$ cat config.mk
export PLATFORM = sky130hd
export DESIGN_NAME = scu_regs
export DESIGN_NICKNAME = d
export VERILOG_FILES = /design/src/hdl/scu_pkg.sv /design/src/hdl/scu_stream_if.sv /design/src/hdl/scu_fifo.sv /design/src/hdl/scu_regs.sv
export VERILOG_INCLUDE_DIRS = /design/src /design/src/hdl
export SDC_FILE = /design/constraint.sdc
export NUM_CORES = 1
export LEC_CHECK = 0
export BUFFER_PORTS_ARGS = -buffer_cell sky130_fd_sc_hd__clkbuf_2
export CORE_ASPECT_RATIO = 1.1
export CORE_UTILIZATION = 60
export CTS_BUF_LIST = sky130_fd_sc_hd__clkbuf_16
export DETAILED_ROUTE_END_ITERATION = 6
export PLACE_DENSITY = 0.77
export SETUP_SLACK_MARGIN = 0.1
export SLEW_MARGIN = 20
export SYNTH_ARGS = -nofsm -noshare
export SYNTH_HDL_FRONTEND = slang
export SYNTH_SLANG_ARGS = --single-unit
$ cat constraint.sdc
create_clock -name core_clk -period 7.4 [get_ports core_clk]
set_input_delay 0.74 -clock core_clk [delete_from_list [all_inputs] [get_ports core_clk]]
set_output_delay 0.74 -clock core_clk [all_outputs]
set_load 0.1 [all_outputs]
$ cat src/hdl/scu_consts.svh
// Constants of the smart card UART register bank: offsets, fields, resets, sizes.
// Assumes inclusion by bare name from every file that needs a number.
`ifndef SCU_CONSTS_SVH
`define SCU_CONSTS_SVH

// Register offsets on the special function register port
`define SCU_ADDR_BUF 8'haa
`define SCU_ADDR_SEL 8'hab
`define SCU_ADDR_ETU_LO 8'hac
`define SCU_ADDR_ETU_HI 8'had
`define SCU_ADDR_IRQ 8'hae

// Reset values
`define SCU_RST_SEL 8'h08
`define SCU_RST_IER 8'h00
`define SCU_RST_ETU_LO 8'h74
`define SCU_RST_ETU_HI 8'h01
`define SCU_RST_BUF 8'h00

// Enable and identification bit positions
`define SCU_B_TXE 7
`define SCU_B_OVC 5
`define SCU_B_VLT 4
`define SCU_B_WTO 3
`define SCU_B_TXD 2
`define SCU_B_RXD 1
`define SCU_B_PAR 0
`define SCU_IRQ_MASK 8'hbf

// Selection register fields, then the unit high register compensation bit and mask
`define SCU_B_BGEN 6
`define SCU_B_REP 4
`define SCU_B_PS_HI 3
`define SCU_B_PS_LO 2
`define SCU_B_ALT 1
`define SCU_B_BANK 0
`define SCU_SEL_MASK 8'h5f
`define SCU_B_COMP 7
`define SCU_ETU_HI_MASK 8'h87

// Repetition limits, frame layout and FIFO depth
`define SCU_REP_FIVE 3'h5
`define SCU_REP_FOUR 3'h4
`define SCU_LAST_BIT 4'h9
`define SCU_FIFO_DEPTH 16

`endif

$ cat src/hdl/scu_pkg.sv
// Types shared by the smart card UART register bank.
// Assumes nothing beyond a SystemVerilog compiler.
package scu_pkg;
  typedef enum logic [5:0] {
    SCU_IDLE = 6'h01,
    SCU_TXB = 6'h02,
    SCU_TXC = 6'h04,
    SCU_RXB = 6'h08,
    SCU_RXN = 6'h10,
    SCU_GAP = 6'h20
  } scu_state_t;
endpackage

$ cat src/hdl/scu_stream_if.sv
// Valid/ready byte stream between the character engine and its buffers.
// Assumes both ends run on the same clock.
`timescale 1ns/100ps
interface scu_stream_if #(parameter int W = 8);
  logic valid;
  logic ready;
  logic [W-1:0] data;
  modport src (output valid, output data, input ready);
  modport snk (input valid, input data, output ready);
endinterface

$ cat src/hdl/scu_fifo.sv
// Receive FIFO: small memory with a registered output word.
// Assumes one clock, asynchronous active-low reset.
`timescale 1ns/100ps
module scu_fifo import scu_pkg::*; #(
  parameter int W = 8,
  parameter int D = 16
) (
  input wire logic core_clk, // System clock
  input wire logic nrst, // Asynchronous reset, low
  scu_stream_if.snk in_s, // Filling side
  scu_stream_if.src out_s // Draining side
);
  localparam int AW = $clog2(D);

  if (D < 2 || (1 << AW) != D) begin : g_chk
    $error("scu_fifo depth must be a power of two, at least 2");
  end

  logic [W-1:0] mem_q [D];
  logic [AW-1:0] wptr_q;
  logic [AW-1:0] rptr_q;
  logic [AW:0] cnt_q;
  logic ov_q;
  logic [W-1:0] od_q;
  logic push;
  logic pop;

  // Full counts memory words only, so ready drops honestly
  assign in_s.ready = cnt_q != (AW+1)'(D);
  assign push = in_s.valid && in_s.ready;
  assign pop = (cnt_q != '0) && (!ov_q || out_s.ready);
  assign out_s.valid = ov_q;
  assign out_s.data = od_q;

  ////////////////////////////////////////////////////////////////////////////
  // Storage, no reset needed on the array
  always_ff @(posedge core_clk) begin
    if (push) begin
      mem_q[wptr_q] <= in_s.data;
    end
  end

  // Pointers and fill level
  always_ff @(posedge core_clk or negedge nrst) begin
    if (!nrst) begin
      wptr_q <= '0;
      rptr_q <= '0;
      cnt_q <= '0;
    end else begin
      if (push) wptr_q <= wptr_q + AW'(1);
      if (pop) rptr_q <= rptr_q + AW'(1);
      cnt_q <= cnt_q + (AW+1)'(push) - (AW+1)'(pop);
    end
  end

  // Registered output word
  always_ff @(posedge core_clk or negedge nrst) begin
    if (!nrst) begin
      ov_q <= 1'b0;
      od_q <= '0;
    end else if (pop) begin
      ov_q <= 1'b1;
      od_q <= mem_q[rptr_q];
    end else if (out_s.ready) begin
      ov_q <= 1'b0;
    end
  end
endmodule

$ cat src/hdl/scu_regs.sv
// Smart card UART control registers with a half-duplex character engine.
// Assumes a byte-wide special function register port on core_clk and an
// open-drain card I/O line resolved outside.
`timescale 1ns/100ps
`include "scu_consts.svh"

module scu_regs import scu_pkg::*; #(
  parameter int FIFO_DEPTH = `SCU_FIFO_DEPTH
) (
  input wire logic core_clk, // System clock, 10 MHz
  input wire logic nrst, // Asynchronous reset, low
  input wire logic [7:0] sfr_addr, // Register address
  input wire logic [7:0] sfr_wdata, // Write data
  input wire logic sfr_wr, // Write strobe
  input wire logic sfr_rd, // Read strobe
  output logic [7:0] sfr_rdata, // Read data, next cycle
  input wire logic conv_inverse, // 1 selects inverse convention
  input wire logic [8:0] guard_time_value, // Guard time in time units
  input wire logic overcurrent_evt, // Card current fault pulse
  input wire logic voltage_fault_evt, // Card voltage fault pulse
  input wire logic wait_timeout_evt, // Waiting counter expiry pulse
  input wire logic port_clk, // Normal port level for card clock pin
  input wire logic card_io_in, // Card I/O line level
  output logic card_io_out, // Card I/O drive value, always low
  output logic card_io_oe, // Card I/O pulls low while high
  output logic card_clk, // Card clock pin
  output logic irq // Interrupt request
);
  if (FIFO_DEPTH < 2) begin : g_chk
    $error("scu_regs needs a FIFO depth of at least 2");
  end

  logic [7:0] ier_q, sel_q, etu_lo_q, etu_hi_q, txbuf_q, rxbuf_q, id_q, rdata_q;
  logic [2:0] io_sync_q;
  logic io_s_q;
  logic tx_empty_q, rx_flag_q, irq_q, bg_en_q, alt_q, card_clk_q, io_drv_q, retry_q;
  logic [2:0] pre_cnt_q, rep_q;
  logic [10:0] etu_cnt_q, bg_etu_q;
  logic [8:0] bg_cnt_q;
  logic [3:0] bitn_q;
  logic [9:0] shf_q;
  scu_state_t st_q;
  logic bank, sel_buf, wr_tx, rd_rx, rd_id, tick, ebnd, guard_ok;
  logic load_tx, txd_p, rxd_p, par_p, push_d;
  logic [2:0] rep_lim, pre_top;
  logic [10:0] etu, bit_len;
  logic [8:0] rx_log;
  logic [7:0] push_data;

  scu_stream_if #(.W(8)) fill_s ();
  scu_stream_if #(.W(8)) drain_s ();

  scu_fifo #(.W(8), .D(FIFO_DEPTH)) u_fifo (
    .core_clk(core_clk),
    .nrst(nrst),
    .in_s(fill_s),
    .out_s(drain_s)
  );

  // Same function maps logical to line order and back
  function automatic logic [8:0] conv_map(input logic [8:0] x, input logic inv);
    logic [8:0] r;
    r = x;
    for (int i = 0; i < 8; i++) begin
      r[i] = x[7-i];
    end
    return inv ? ~r : x;
  endfunction

  ////////////////////////////////////////////////////////////////////////////
  // Decode; the bank bit picks which set answers at shared offsets
  assign bank = sel_q[`SCU_B_BANK];
  assign sel_buf = sfr_addr == `SCU_ADDR_BUF;
  assign wr_tx = sfr_wr && sel_buf && !bank;
  assign rd_rx = sfr_rd && sel_buf && bank;
  assign rd_id = sfr_rd && (sfr_addr == `SCU_ADDR_IRQ) && !bank;
  assign rep_lim = sel_q[`SCU_B_REP] ? `SCU_REP_FOUR : `SCU_REP_FIVE;
  assign etu = {etu_hi_q[2:0], etu_lo_q};
  // Length loaded is for the next bit; even bits lose one tick when compensating
  assign bit_len = etu - 11'(etu_hi_q[`SCU_B_COMP] && bitn_q[0]);
  assign guard_ok = !bg_en_q || (bg_cnt_q == '0);

  // Pin input: three flops, a change counts when second and third agree
  always_ff @(posedge core_clk or negedge nrst) begin
    if (!nrst) begin
      io_sync_q <= 3'h7;
      io_s_q <= 1'b1;
    end else begin
      io_sync_q <= {io_sync_q[1:0], card_io_in};
      if (io_sync_q[1] == io_sync_q[2]) io_s_q <= io_sync_q[2];
    end
  end

  ////////////////////////////////////////////////////////////////////////////
  // Software registers; reserved bits are masked off on write
  always_ff @(posedge core_clk or negedge nrst) begin
    if (!nrst) begin
      ier_q <= `SCU_RST_IER;
      sel_q <= `SCU_RST_SEL;
      etu_lo_q <= `SCU_RST_ETU_LO;
      etu_hi_q <= `SCU_RST_ETU_HI;
      txbuf_q <= `SCU_RST_BUF;
    end else if (sfr_wr) begin
      if (sfr_addr == `SCU_ADDR_SEL) sel_q <= sfr_wdata & `SCU_SEL_MASK;
      if (sfr_addr == `SCU_ADDR_IRQ && bank) ier_q <= sfr_wdata & `SCU_IRQ_MASK;
      if (sfr_addr == `SCU_ADDR_ETU_LO && bank) etu_lo_q <= sfr_wdata;
      if (sfr_addr == `SCU_ADDR_ETU_HI && bank) etu_hi_q <= sfr_wdata & `SCU_ETU_HI_MASK;
      if (wr_tx) txbuf_q <= sfr_wdata;
    end
  end

  // Registered read data; unmapped offsets read zero
  always_ff @(posedge core_clk or negedge nrst) begin
    if (!nrst) begin
      rdata_q <= 8'h00;
    end else if (sfr_rd) begin
      unique case (sfr_addr)
        `SCU_ADDR_BUF: rdata_q <= bank ? rxbuf_q : 8'h00;
        `SCU_ADDR_SEL: rdata_q <= sel_q;
        `SCU_ADDR_ETU_LO: rdata_q <= bank ? etu_lo_q : 8'h00;
        `SCU_ADDR_ETU_HI: rdata_q <= bank ? etu_hi_q : {tx_empty_q, 5'h00, rx_flag_q, 1'b0};
        `SCU_ADDR_IRQ: rdata_q <= bank ? ier_q : id_q;
        default: rdata_q <= 8'h00;
      endcase
    end
  end
  assign sfr_rdata = rdata_q;

  ////////////////////////////////////////////////////////////////////////////
  // Alternate card clock: toggle every 1,2,4,8 system cycles
  assign pre_top = 3'((4'h1 << sel_q[`SCU_B_PS_HI:`SCU_B_PS_LO]) - 4'h1);
  assign tick = (pre_cnt_q == pre_top) && !alt_q;
  always_ff @(posedge core_clk or negedge nrst) begin
    if (!nrst) begin
      pre_cnt_q <= 3'h0;
      alt_q <= 1'b0;
      card_clk_q <= 1'b0;
    end else begin
      pre_cnt_q <= (pre_cnt_q >= pre_top) ? 3'h0 : pre_cnt_q + 3'h1;
      if (pre_cnt_q >= pre_top) alt_q <= !alt_q;
      card_clk_q <= sel_q[`SCU_B_ALT] ? alt_q : port_clk;
    end
  end
  assign card_clk = card_clk_q;

  // Block guard counter counts whole time units down to zero
  always_ff @(posedge core_clk or negedge nrst) begin
    if (!nrst) begin
      bg_en_q <= 1'b0;
      bg_cnt_q <= 9'h000;
      bg_etu_q <= 11'h000;
    end else begin
      bg_en_q <= sel_q[`SCU_B_BGEN];
      if (tick) bg_etu_q <= (bg_etu_q >= etu - 11'h1) ? 11'h000 : bg_etu_q + 11'h1;
      if (sel_q[`SCU_B_BGEN] && !bg_en_q) begin
        bg_cnt_q <= guard_time_value;
      end else if (st_q == SCU_IDLE && !io_s_q) begin
        bg_cnt_q <= guard_time_value;
      end else if (tick && bg_etu_q >= etu - 11'h1 && bg_cnt_q != 9'h000) begin
        bg_cnt_q <= bg_cnt_q - 9'h001;
      end
    end
  end

  ////////////////////////////////////////////////////////////////////////////
  // Character engine, half duplex, one bit per time unit
  // Boundary on the tick that takes the count to zero, so a unit is exactly etu ticks
  assign ebnd = tick && (etu_cnt_q == 11'h001);
  assign rx_log = conv_map(shf_q[9:1], conv_inverse);
  assign fill_s.valid = push_d;
  assign fill_s.data = push_data;
  assign push_data = rx_log[7:0];
  assign card_io_out = 1'b0;
  assign card_io_oe = io_drv_q;

  // Receive evaluation is combinational on the final sample
  always_comb begin
    push_d = 1'b0;
    if (st_q == SCU_RXB && bitn_q == 4'ha) begin
      push_d = !(^rx_log) || (rep_q + 3'h1 >= rep_lim);
    end
  end

  always_ff @(posedge core_clk or negedge nrst) begin
    if (!nrst) begin
      st_q <= SCU_IDLE;
      etu_cnt_q <= 11'h000;
      bitn_q <= 4'h0;
      shf_q <= 10'h3ff;
      rep_q <= 3'h0;
      io_drv_q <= 1'b0;
      retry_q <= 1'b0;
      load_tx <= 1'b0;
      txd_p <= 1'b0;
      rxd_p <= 1'b0;
      par_p <= 1'b0;
    end else begin
      load_tx <= 1'b0;
      txd_p <= 1'b0;
      rxd_p <= 1'b0;
      par_p <= 1'b0;
      if (tick && etu_cnt_q != 11'h000) etu_cnt_q <= etu_cnt_q - 11'h001;
      unique case (st_q)
        SCU_IDLE: begin
          io_drv_q <= 1'b0;
          if (!tx_empty_q && guard_ok && io_s_q) begin
            st_q <= SCU_TXB;
            shf_q <= {conv_map({^txbuf_q, txbuf_q}, conv_inverse), 1'b0};
            load_tx <= 1'b1;
            rep_q <= 3'h0;
            bitn_q <= 4'h0;
            io_drv_q <= 1'b1;
            etu_cnt_q <= etu - 11'(etu_hi_q[`SCU_B_COMP]); // Start bit is even
          end else if (!io_s_q) begin
            st_q <= SCU_RXB;
            bitn_q <= 4'h0;
            etu_cnt_q <= etu >> 1;
          end
        end
        SCU_TXB: if (ebnd) begin
          bitn_q <= bitn_q + 4'h1;
          etu_cnt_q <= bit_len;
          if (bitn_q == `SCU_LAST_BIT) begin
            io_drv_q <= 1'b0;
            st_q <= SCU_TXC;
            etu_cnt_q <= etu >> 1;
          end else begin
            io_drv_q <= !shf_q[bitn_q + 4'h1];
          end
        end
        SCU_TXC: if (ebnd) begin
          st_q <= SCU_GAP;
          etu_cnt_q <= etu;
          retry_q <= 1'b0;
          if (io_s_q || rep_q + 3'h1 >= rep_lim) begin
            txd_p <= 1'b1;
            par_p <= !io_s_q;
          end else begin
            rep_q <= rep_q + 3'h1;
            retry_q <= 1'b1;
          end
        end
        SCU_RXB: begin
          if (bitn_q == 4'ha) begin
            st_q <= SCU_RXN;
            etu_cnt_q <= etu;
            if (push_d && fill_s.ready) begin
              rxd_p <= 1'b1;
              par_p <= ^rx_log;
              rep_q <= 3'h0;
              bitn_q <= 4'h0;
            end else begin
              if (^rx_log) rep_q <= rep_q + 3'h1;
              bitn_q <= 4'h1; // Full FIFO also asks the card to repeat
            end
          end else if (ebnd) begin
            if (bitn_q == 4'h0 && io_s_q) begin
              st_q <= SCU_IDLE;
            end else begin
              shf_q[bitn_q] <= io_s_q;
              bitn_q <= bitn_q + 4'h1;
              etu_cnt_q <= bit_len;
            end
          end
        end
        SCU_RXN: if (ebnd) begin
          etu_cnt_q <= etu;
          if (bitn_q == 4'h0 || io_drv_q) begin
            io_drv_q <= 1'b0;
            st_q <= SCU_GAP;
          end else begin
            io_drv_q <= 1'b1;
          end
        end
        SCU_GAP: if (ebnd) begin
          if (retry_q) begin
            st_q <= SCU_TXB;
            retry_q <= 1'b0;
            bitn_q <= 4'h0;
            io_drv_q <= 1'b1;
            etu_cnt_q <= etu - 11'(etu_hi_q[`SCU_B_COMP]); // Start bit is even
          end else begin
            st_q <= SCU_IDLE;
          end
        end
      endcase
    end
  end

  ////////////////////////////////////////////////////////////////////////////
  // Buffer flags; a software write wins over a same-cycle load_tx, which comes one cycle after the copy itself
  assign drain_s.ready = !rx_flag_q;
  always_ff @(posedge core_clk or negedge nrst) begin
    if (!nrst) begin
      tx_empty_q <= 1'b1;
      rx_flag_q <= 1'b0;
      rxbuf_q <= `SCU_RST_BUF;
    end else begin
      if (wr_tx) tx_empty_q <= 1'b0;
      else if (load_tx) tx_empty_q <= 1'b1;
      if (drain_s.valid && !rx_flag_q) begin
        rxbuf_q <= drain_s.data;
        rx_flag_q <= 1'b1;
      end else if (rd_rx) begin
        rx_flag_q <= 1'b0;
      end
    end
  end

  // Sticky identification flags, cleared by reading them; set wins
  always_ff @(posedge core_clk or negedge nrst) begin
    if (!nrst) begin
      id_q <= 8'h00;
      irq_q <= 1'b0;
    end else begin
      id_q <= (rd_id ? 8'h00 : id_q) | ({load_tx, 1'b0, overcurrent_evt, voltage_fault_evt,
               wait_timeout_evt, txd_p, rxd_p, par_p} & `SCU_IRQ_MASK);
      irq_q <= |(id_q & ier_q);
    end
  end
  assign irq = irq_q;

  ////////////////////////////////////////////////////////////////////////////
  a_irq_gate: assert property (@(posedge core_clk) disable iff (!nrst)
    ##1 irq == |($past(id_q) & $past(ier_q))) else $error("irq not gated by enables");
  a_ier_store: assert property (@(posedge core_clk) disable iff (!nrst)
    sfr_wr && sfr_addr == `SCU_ADDR_IRQ && bank |=> ier_q == ($past(sfr_wdata) & 8'hbf))
    else $error("enable register not stored");
  a_guard_load: assert property (@(posedge core_clk) disable iff (!nrst)
    sel_q[`SCU_B_BGEN] && !bg_en_q |=> bg_cnt_q == $past(guard_time_value))
    else $error("guard counter not loaded");
  a_guard_hold: assert property (@(posedge core_clk) disable iff (!nrst)
    st_q == SCU_IDLE && bg_en_q && bg_cnt_q != 9'h000 |=> !load_tx)
    else $error("transmit started inside block guard");
  a_txe_clear: assert property (@(posedge core_clk) disable iff (!nrst)
    wr_tx |=> !tx_empty_q) else $error("empty flag not cleared by write");
  a_rx_clear: assert property (@(posedge core_clk) disable iff (!nrst)
    rd_rx && rx_flag_q |=> !rx_flag_q) else $error("received flag not cleared by read");
  a_rx_read: assert property (@(posedge core_clk) disable iff (!nrst)
    rd_rx |=> sfr_rdata == $past(rxbuf_q)) else $error("receive buffer read wrong");
  a_rep_limit: assert property (@(posedge core_clk) disable iff (!nrst)
    st_q == SCU_TXC && ebnd && !io_s_q && rep_q + 3'h1 < rep_lim |=> !par_p && retry_q)
    else $error("parity reported before repetitions used");
  a_clk_route: assert property (@(posedge core_clk) disable iff (!nrst)
    sel_q[`SCU_B_ALT] |=> card_clk == $past(alt_q)) else $error("alternate clock not routed");
  a_bit_len: assert property (@(posedge core_clk) disable iff (!nrst)
    st_q == SCU_TXB && ebnd && bitn_q != `SCU_LAST_BIT && etu_hi_q[`SCU_B_COMP] && bitn_q[0]
    |=> etu_cnt_q == $past(etu) - 11'h001) else $error("even bit not shortened");
endmodule

# Word-level counts from Yosys, hierarchy flattened

Memory sizes are Yosys's and may differ from the RTL's. A register that Yosys moved wholly into a read port is not among the register bits.
Cells that the tools add are included.

Flip-flop bits (word level): 144
Memory bits (writable): 128
Input bits: 35
Output and inout port bits: 12
Logic and storage cells: 263
Memories: 1

$add $sub $neg: 14
Order comparisons: 6
Eq/ne operators: 36
Shift-type cells: 1
Mux-type cells: 99
Bitwise operators: 4
Reduce and logical (&&, ||, !) cells: 68

Memories:

| name         | depth | bits a word | read ports | clocked after Yosys merged registers in | wr ports | line           | RTL |
|---|---|---|---|---|---|---|---|
| u_fifo.mem_q | 16    | 8           | 1          | 1                                       | 1        | scu_fifo.sv:19 | `logic [W-1:0] mem_q [D];` |

Operators with widths:

| kind                                                  | number |
|---|---|
| two-way mux 11 bit                                    | 12 |
| two-way mux 6 bit                                     | 11 |
| one-hot mux 11 bit (5 select lines)                   | 1 |
| two-way mux 9 bit                                     | 5 |
| equality test 8 bit (second input constant)           | 5 |
| two-way mux 10 bit                                    | 4 |
| two-way mux 8 bit                                     | 5 |
| one-hot mux 8 bit (5 select lines)                    | 1 |
| one-hot mux 6 bit (6 select lines)                    | 1 |
| two-way mux 1 bit                                     | 34 |
| two-way mux 4 bit                                     | 8 |
| logical AND 1 bit                                     | 25 |
| != test 2 bit (second input constant)                 | 11 |
| subtractor 11 x 1 -> 11 bit                           | 2 |
| subtractor 11 x 1 -> 11 bit (second input constant)   | 2 |
| two-way mux 3 bit                                     | 7 |
| one-hot mux 10 bit (2 select lines)                   | 1 |
| NOT 9 bit                                             | 2 |
| one-hot mux 4 bit (4 select lines)                    | 1 |
| adder 4 x 1 -> 4 bit (second input constant)          | 3 |
| adder 11 x 1 -> 11 bit (second input constant)        | 1 |
| equality test 11 x 1 -> 1 bit (second input constant) | 1 |
| greater-or-equal comparator 11 bit                    | 1 |
| nonzero test 11 bit                                   | 1 |
| 51 further kinds                                      | 83 |

# Longest topological paths before layout

Gate-level depths: netlist (run 1).

Depth in word-level cells: 10
Depth in mapped cells: 16
Mapped depth without buffers: 15

# Hierarchy

A second synthesis (run 1) with hierarchy kept.

Cell total of the unflattened synthesis: 1266
Area, all modules: 14555.2 um^2

Modules (own cells, without submodules):

| module   | times used | cells each | area each (um^2) | seq. area each (um^2) |
|---|---|---|---|---|
| scu_regs | 1          | 959        | 8579.5           | 3255.6 |
| scu_fifo | 1          | 307        | 5975.7           | 4394.2 |

# Worst setup path after synthesis (run 1)

No wires, ideal clock.

Path kind: input to register
From: input conv_inverse
To: memory u_fifo.mem_q[0][0], enable pin
Setup time: 0.395 ns
Data arrival time: 3.345 ns
Required time: 7.005 ns
Path slack: 3.660 ns
Stages: 8
Path buffers: 2
Path through: clkbuf_1 -> inv_1 -> mux2i_1 -> xnor2_1 -> xnor3_1 -> a21oi_1 -> buf_2 -> nor4bb_1

Cells in the longest elaborated chain, start to end: 8

RTL lines:

| what                                    | line            | RTL |
|---|---|---|
| start: declaration                      | scu_regs.sv:17  | `input wire logic conv_inverse,` |
| two-way mux 9 bit                       | scu_regs.sv:67  | `return inv ? ~r : x;` |
| parity 9 bit                            | scu_regs.sv:180 | `push_d = !(^rx_log) \|\| (rep_q + 3'h1 >= rep_lim);` |
| logical NOT 1 bit                       | scu_regs.sv:180 |  |
| logical OR 1 bit                        | scu_regs.sv:180 |  |
| two-way mux 1 bit                       | scu_regs.sv:179 | `if (st_q == SCU_RXB && bitn_q == 4'ha) begin` |
| logical AND 1 bit                       | scu_fifo.sv:30  | `assign push = in_s.valid && in_s.ready;` |
| net u_fifo.push                         | scu_fifo.sv:25  | `logic push;` |
| two-way mux 1 bit                       | scu_fifo.sv:38  | `if (push) begin` |
| two-way mux 1 bit (not written as such) | scu_fifo.sv:39  | `mem_q[wptr_q] <= in_s.data;` |
| end: declaration                        | scu_fifo.sv:19  |  |

The timed path passes the listed nets, and every way through them passes these cells.

# Worst setup path after layout (run 1)

From: register etu_lo_q[3]
To: register bg_cnt_q[2]

Cells in the longest elaborated chain, start to end: 5

RTL lines:

| what                               | line            | RTL |
|---|---|---|
| start: declaration                 | scu_regs.sv:33  | `logic [7:0] ier_q, sel_q, etu_lo_q, etu_hi_q, txbuf_q, rxbuf_q, id_q, rdata_q;` |
| start signal: assignment           | scu_regs.sv:100 | `` etu_lo_q <= `SCU_RST_ETU_LO; `` |
| start signal: assignment           | scu_regs.sv:106 | `` if (sfr_addr == `SCU_ADDR_ETU_LO && bank) etu_lo_q <= sfr_wdata; `` |
| subtractor 11 x 1 -> 11 bit        | scu_regs.sv:159 | `end else if (tick && bg_etu_q >= etu - 11'h1 && bg_cnt_q != 9'h000) begin` |
| greater-or-equal comparator 11 bit | scu_regs.sv:159 |  |
| logical AND 1 bit (2 in series)    | scu_regs.sv:159 |  |
| nonzero test 3 bit (no line)       | -               |  |
| end signal: assignment             | scu_regs.sv:156 | `bg_cnt_q <= guard_time_value;` |
| end signal: assignment             | scu_regs.sv:158 | `bg_cnt_q <= guard_time_value;` |
| end signal: assignment             | scu_regs.sv:160 | `bg_cnt_q <= bg_cnt_q - 9'h001;` |
| end: declaration                   | scu_regs.sv:39  | `logic [8:0] bg_cnt_q;` |

Every way passes these cells.
A chain may end at the register's enable or synchronous reset.

==> results.toml, run 1 <==
[critical_path]
rr_worst_depth = 10
cp_data_arrival_time_ns = 4.56
timing.rr.end = "bg_cnt_q[2]$_DFFE_PN0P_"
reg2reg_slack_ns = 3.32
crit_path_top_delay_cell = "a21oi_1"
cp_max_fo = 13
worstPathRequired_ns = 7.89
setup.worst_path.end_class = "register"
critPathKind = "register to register"
worstReg2RegStart = "etu_lo_q[3]$_DFFE_PN0P_"
cp_cell_sequence = "or4_4 > nor4b_1 > nand2_1 > xor2_1 > ha_1 > a21oi_1 > o21ai_0 > a21oi_1 > o21ai_0 > a31oi_1"
max_stage_delay_ns = 0.67
startpoint_type = "register"

[sta]
rsz0062_at_grt = "no"
tightest_slew_ns = 1.18
fin_ws_ns = 3.32
fin_skew_ns = 0.0236
setup_violations = 0
finalHoldViolCount = 0
fin_tns_setup_ns = 0
period_needed_ns = 4.08
slew_violations = 0
period_share_pct = 55.1
hold_ws_ns = 0.188
max_freq_mhz = 245
slew_headroom_pct = 20.7

[job]
maxCapViolations = 0

[route]
drtPass1Iterations = 7
wl_um = 38800
vias = 10800
vias_per_cell = 6.52
drt_iter0_drc = 974
drc = 1
wl_per_cell_um = 23.3
ant_nets = 0

[worst_hold_path]
hold_class = "primary input to async pin"

[outcome]
status = "complete, but fails checks"
violations = "design-rule violations"

[cts]
post-cts-setup-buffers = 0
path_clk_slew_ns = 0.06
cts-buffers-inserted = 29
htreeDepth = 1
clock_latency_ns = 0.57
post_cts.resized_instances = 0
cts_hold_buf = 0
cts_sinks = 279
cts_tree = "yes"
cts_root_buffer = "clkbuf_16"
max-clock-path-buffers = 3

[global_routing]
grt_pass1_wl_um = 60900
grt_pass1_vias = 10900
antenna_found_initial = 0
grt_overflow = 0
grt_max_degree = 82
track_usage_pct = 31.1

[cells_and_area]
nets = 1407
fill_cells = 1774
drive_above_1_share_pct = 19.1
design_area_um2 = 16500
utilization_pct = 67.3
final_cells = 1662
diodes = 0
area_delta_synth_final_pct = 10.2

[synth]
synth_area_leaders = "edfxtp_1, dfrtp_1, mux4_2"
synth.most_common_cell = "nand2_1"
synth.top_cell.area_share_pct = 25.7
async_flop_share_pct = 54.1
synth_area_um2 = 14900
yosysUniqueCellTypes = 92
syn_inst = 1313
synth_ff_type = "dfrtp_1"
yosysTopAreaCell = "edfxtp_1"
synth_commonest_cells = "nand2_1, dfrtp_1, edfxtp_1"
syn_nets = 1391
syn_avg_cell_area_um2 = 11.4
ys_seq_area_share_pct = 51.2
synth_warnings = 0
ys_ff_latch = 279
synth_edf_count = 128

[place]
placedInstanceArea_um2 = 15400
place.gp.congestion = 1.01
dp.cells = 1607
dp_hpwl_um = 26600
dp_slack_ns = 3.11
port_buffers = 45

[floorplan]
die_h_um = 167
ios = 47
die_w_um = 152
core_area_um2 = 24500
num_rows = 60
start_util_pct = 61.0
dieArea_um2 = 25500

[pwr]
ir_drop_v = 0.000246
power.share.clock_pct = 31.5
p_leak_nw = 6.39
seqPwrFrac_pct = 40.3
powerDensity_nw_per_um2 = 302
p_comb_share_pct = 28.1
total_power_mw = 4.97
intPower_mw = 3.29
power.share.switching_pct = 33.7
netSwitchingPower_mw = 1.68
## final cells by class
cell class / count / area (um2) / area share, %
clock buffer: 29 / 726 / 4.41
clock inverter: 25 / 305 / 1.85
inverter: 39 / 146 / 0.889
multi-input combinational: 915 / 6850 / 41.6
sequential: 279 / 7650 / 46.5
tap: 310 / 388 / 2.36
timing repair buffer: 65 / 394 / 2.39
## layout by cell type (no fill, tap or decap), types with 40 or more instances in the layout
cell type	n
inv_1	40
nor2_1	96
ha_1	42
clkbuf_2	44
edfxtp_1	128
a21oi_1	57
mux2_2	47
nand2_1	133
o21ai_0	62
dfrtp_1	128
mux4_2	42
xnor2_1	48
## registers in the layout (all words and copies together) (netlist names), 5 cells and up
register           count
ier_q                  7
rxbuf_q                8
st_q                   6
etu_lo_q               8
u_fifo.out_s.data      8
shf_q                 10
sel_q                  6
u_fifo.cnt_q           5
txbuf_q                8
id_q                   7
u_fifo.mem_q         128
bg_etu_q              11
bg_cnt_q               9
etu_cnt_q             11
sfr_rdata              8
## power groups by stage
stage                     Sequential, mW  Clock (mW)  Combinational, mW
final                               2.00        1.57               1.40
after global routing                2.03        1.64               1.52
after CTS                           2.00        1.59               1.38
after detailed placement            2.03           0               1.37
after global placement              2.02           0               1.35
after floorplan                     1.99           0               1.01
## logic make-up after synthesis
logic type                 Yosys count  synth area share, %
and+or+nand+nor                    419                 14.2
xor gates and xnor gates            72                 4.31
other                                1               0.0251
buffers and inverters              119                 3.09
DFF                                279                 51.2
muxes                              105                 10.9
adders and majority gates           44                 3.72
AOI/OAI and AO/OA                  274                 12.5
## layer usage
metal  vias up  track usage [%]  wire [um]
met4         0             20.1       2520
met1      5290             38.0      14700
met3       134             4.55       2460
met5         -                0          0
li1       4929                -          -
met2       483             52.2      19000
## how the worst max path moves through the flow
stage / cells after the start / slack, ns / endpoint / start
floorplan: 8 / 3.66 / u_fifo.mem_q[0][0]$_DFFE_PP_ / conv_inverse
global placement: 9 / 3.29 / u_fifo.mem_q[4][0]$_DFFE_PP_ / conv_inverse
global route: 10 / 3.04 / bg_cnt_q[2]$_DFFE_PN0P_ / etu_lo_q[3]$_DFFE_PN0P_
CTS: 10 / 3.36 / bg_cnt_q[2]$_DFFE_PN0P_ / etu_lo_q[3]$_DFFE_PN0P_
detailed placement: 9 / 3.11 / u_fifo.mem_q[5][5]$_DFFE_PP_ / conv_inverse
finish: 10 / 3.32 / bg_cnt_q[2]$_DFFE_PN0P_ / etu_lo_q[3]$_DFFE_PN0P_
## worst max-delay path, delay by kind of cell, from the launching register on
kind            cells  cell delay (ns)
compound gates      5             1.57
xor+xnor            1             0.17
fa+ha+maj           1             0.31
flops               1             0.56
simple gates        3             1.38
Note: power is estimated with default switching activity, not from simulation.
==> run 2, diff against run 1 <==
- clock period: 7.4 -> 4.1 ns (I/O delays scaled with it)
==> run 2 against run 1 <==
Compared with the run above:
- the run still ends with design-rule violations left
- utilization is 0.077 points lower
- final cell count grew 1.2%
- critical endpoint is now bg_cnt_q[3]$_DFFE_PN0P_
- largest cell class unchanged
- critical path type unchanged
- flip-flop and latch count unchanged
==> results.toml, run 2 (synthesis results as in run 1) <==
[critical_path]
startpoint = "etu_lo_q[3]$_DFFE_PN0P_"
startpoint_type = "register"
reg2reg_slack_ns = 0.45
worstPathRequired_ns = 4.58
critPathKind = "register to register"
cp_max_fo = 13
worstReg2RegStart = "etu_lo_q[3]$_DFFE_PN0P_"
rr_worst_depth = 12
cp_data_arrival_time_ns = 4.13
setup.worst_path.end_class = "register"
timing.rr.end = "bg_cnt_q[3]$_DFFE_PN0P_"

[floorplan]
die_w_um = 152
ios = 47
die_h_um = 167
core_area_um2 = 24500
num_rows = 60
dieArea_um2 = 25500
start_util_pct = 61.0

[sta]
rsz0062_at_grt = "no"
tightest_slew_ns = 0.945
slew_violations = 0
fin_skew_ns = 0.0114
max_freq_mhz = 274
fin_tns_setup_ns = 0
hold_ws_ns = 0.0262
period_needed_ns = 3.65
setup_violations = 0
slew_headroom_pct = 37.0
fin_ws_ns = 0.451
finalHoldViolCount = 0
period_share_pct = 89.0

[cts]
path_clk_slew_ns = 0.06
htreeDepth = 1
cts_tree = "yes"
cts_root_buffer = "clkbuf_16"
max-clock-path-buffers = 3
clock_latency_ns = 0.56
cts_sinks = 279
cts-buffers-inserted = 29

[pwr]
ir_drop_v = 0.000476
p_leak_nw = 6.45
powerDensity_nw_per_um2 = 524

[global_routing]
grt_pass1_wl_um = 60200
antenna_found_initial = 0
track_usage_pct = 30.6
grt_pass1_vias = 10700
grt_max_degree = 81
grt_overflow = 0

[cells_and_area]
final_cell_mix = "nand2_1, dfrtp_1, edfxtp_1"
drive_above_1_share_pct = 19.7
diodes = 0
design_area_um2 = 16400
reg_top3 = "u_fifo.mem_q x128, bg_etu_q x11, etu_cnt_q x11"
nets = 1427
largest-register = "u_fifo.mem_q"
fill_cells = 1797
mostFrequentLayoutCell = "nand2_1"
largest_register_ffs = 128
area_delta_synth_final_pct = 10.1

[place]
placedInstanceArea_um2 = 15500
dp_hpwl_um = 26800
dp_slack_ns = 0.527
place.gp.congestion = 0.978
port_buffers = 45

[worst_hold_path]
whs_endpoint = "id_q[4]$_DFF_PN0_"
whs_path_depth = 2
hold_class = "primary input to register"
min_from = "voltage_fault_evt"

[route]
ant_nets = 0
drc = 3
wl_per_cell_um = 22.7
drtPass1Iterations = 7
wl_um = 38200
drt_iter0_drc = 928
vias_per_cell = 6.46
vias = 10900

[outcome]
violations = "design-rule violations"
status = "complete, but fails checks"

[job]
maxCapViolations = 0
## run 2: changes by cell type in the layout (fill, tap and decap cells not counted), moves of 3 or more
cell,before,now
buf_4,19,37
inv_1,40,47
bufinv_16,6,0
nor3b_1,1,5
nor3b_2,4,0
clkinv_1,5,2
clkinv_4,4,1
## run 2: metrics by stage
step,cells,total power [mW],utilization [%]
finish,1682,8.62,67.2
global route,1682,9.05,67.2
CTS,1682,8.62,67.2
detailed placement,1626,6.20,63.5
global placement,1626,6.14,63.5
floorplan,1313,5.43,-
## run 2: final cells by class
class	instances	area (um2)	share of cell area, %
multi-input combinational	915	6840	41.6
sequential	279	7650	46.5
timing repair buffer	85	549	3.34
clock buffer	29	726	4.41
inverter	39	146	0.890
clock inverter	25	146	0.890
tap	310	388	2.36
## run 2: power breakdown
group          total (mW)  switching (mW)  internal, mW
clock network        2.41            1.11          1.30
registers            3.63           0.330          3.30
logic                2.58            1.58          1.00
## run 2: worst max-delay path, cell delays in order (launching register included)
cell	delay [ns]
dfrtp_1	0.54
or4_4	0.59
nor4b_1	0.39
nand2_1	0.12
xor2_1	0.15
ha_1	0.31
nand4_1	0.24
nor2_1	0.20
and2_1	0.16
a21oi_1	0.07
buf_4	0.19
or4_1	0.41
a31oi_1	0.19
## run 2: routing by layer
| metal | global-route usage (%) | wire length [um] | vias up |
|---|---|---|---|
| met5 | 0 | 0 | - |
| met4 | 13.5 | 1650 | 0 |
| li1 | - | - | 4970 |
| met2 | 53.3 | 19300 | 467 |
| met1 | 39.0 | 14900 | 5325 |
| met3 | 3.18 | 2430 | 97 |
## run 2: worst max path at each step
stage	end	slack, ns
6_report	bg_cnt_q[3]$_DFFE_PN0P_	0.45
5_1_grt	bg_cnt_q[1]$_DFFE_PN0P_	0.22
4_1_cts	bg_cnt_q[3]$_DFFE_PN0P_	0.48
3_5_place_dp	bg_cnt_q[3]$_DFFE_PN0P_	0.53
3_3_place_gp	bg_cnt_q[1]$_DFFE_PN0P_	0.63
2_1_floorplan	bg_cnt_q[5]$_DFFE_PN0P_	0.68
## run 2: timing repair
item	CTS	global route
setup buffers	0	0
hold buffers	2	0
gates resized for setup	0	0
hold endpoints to repair	55	0
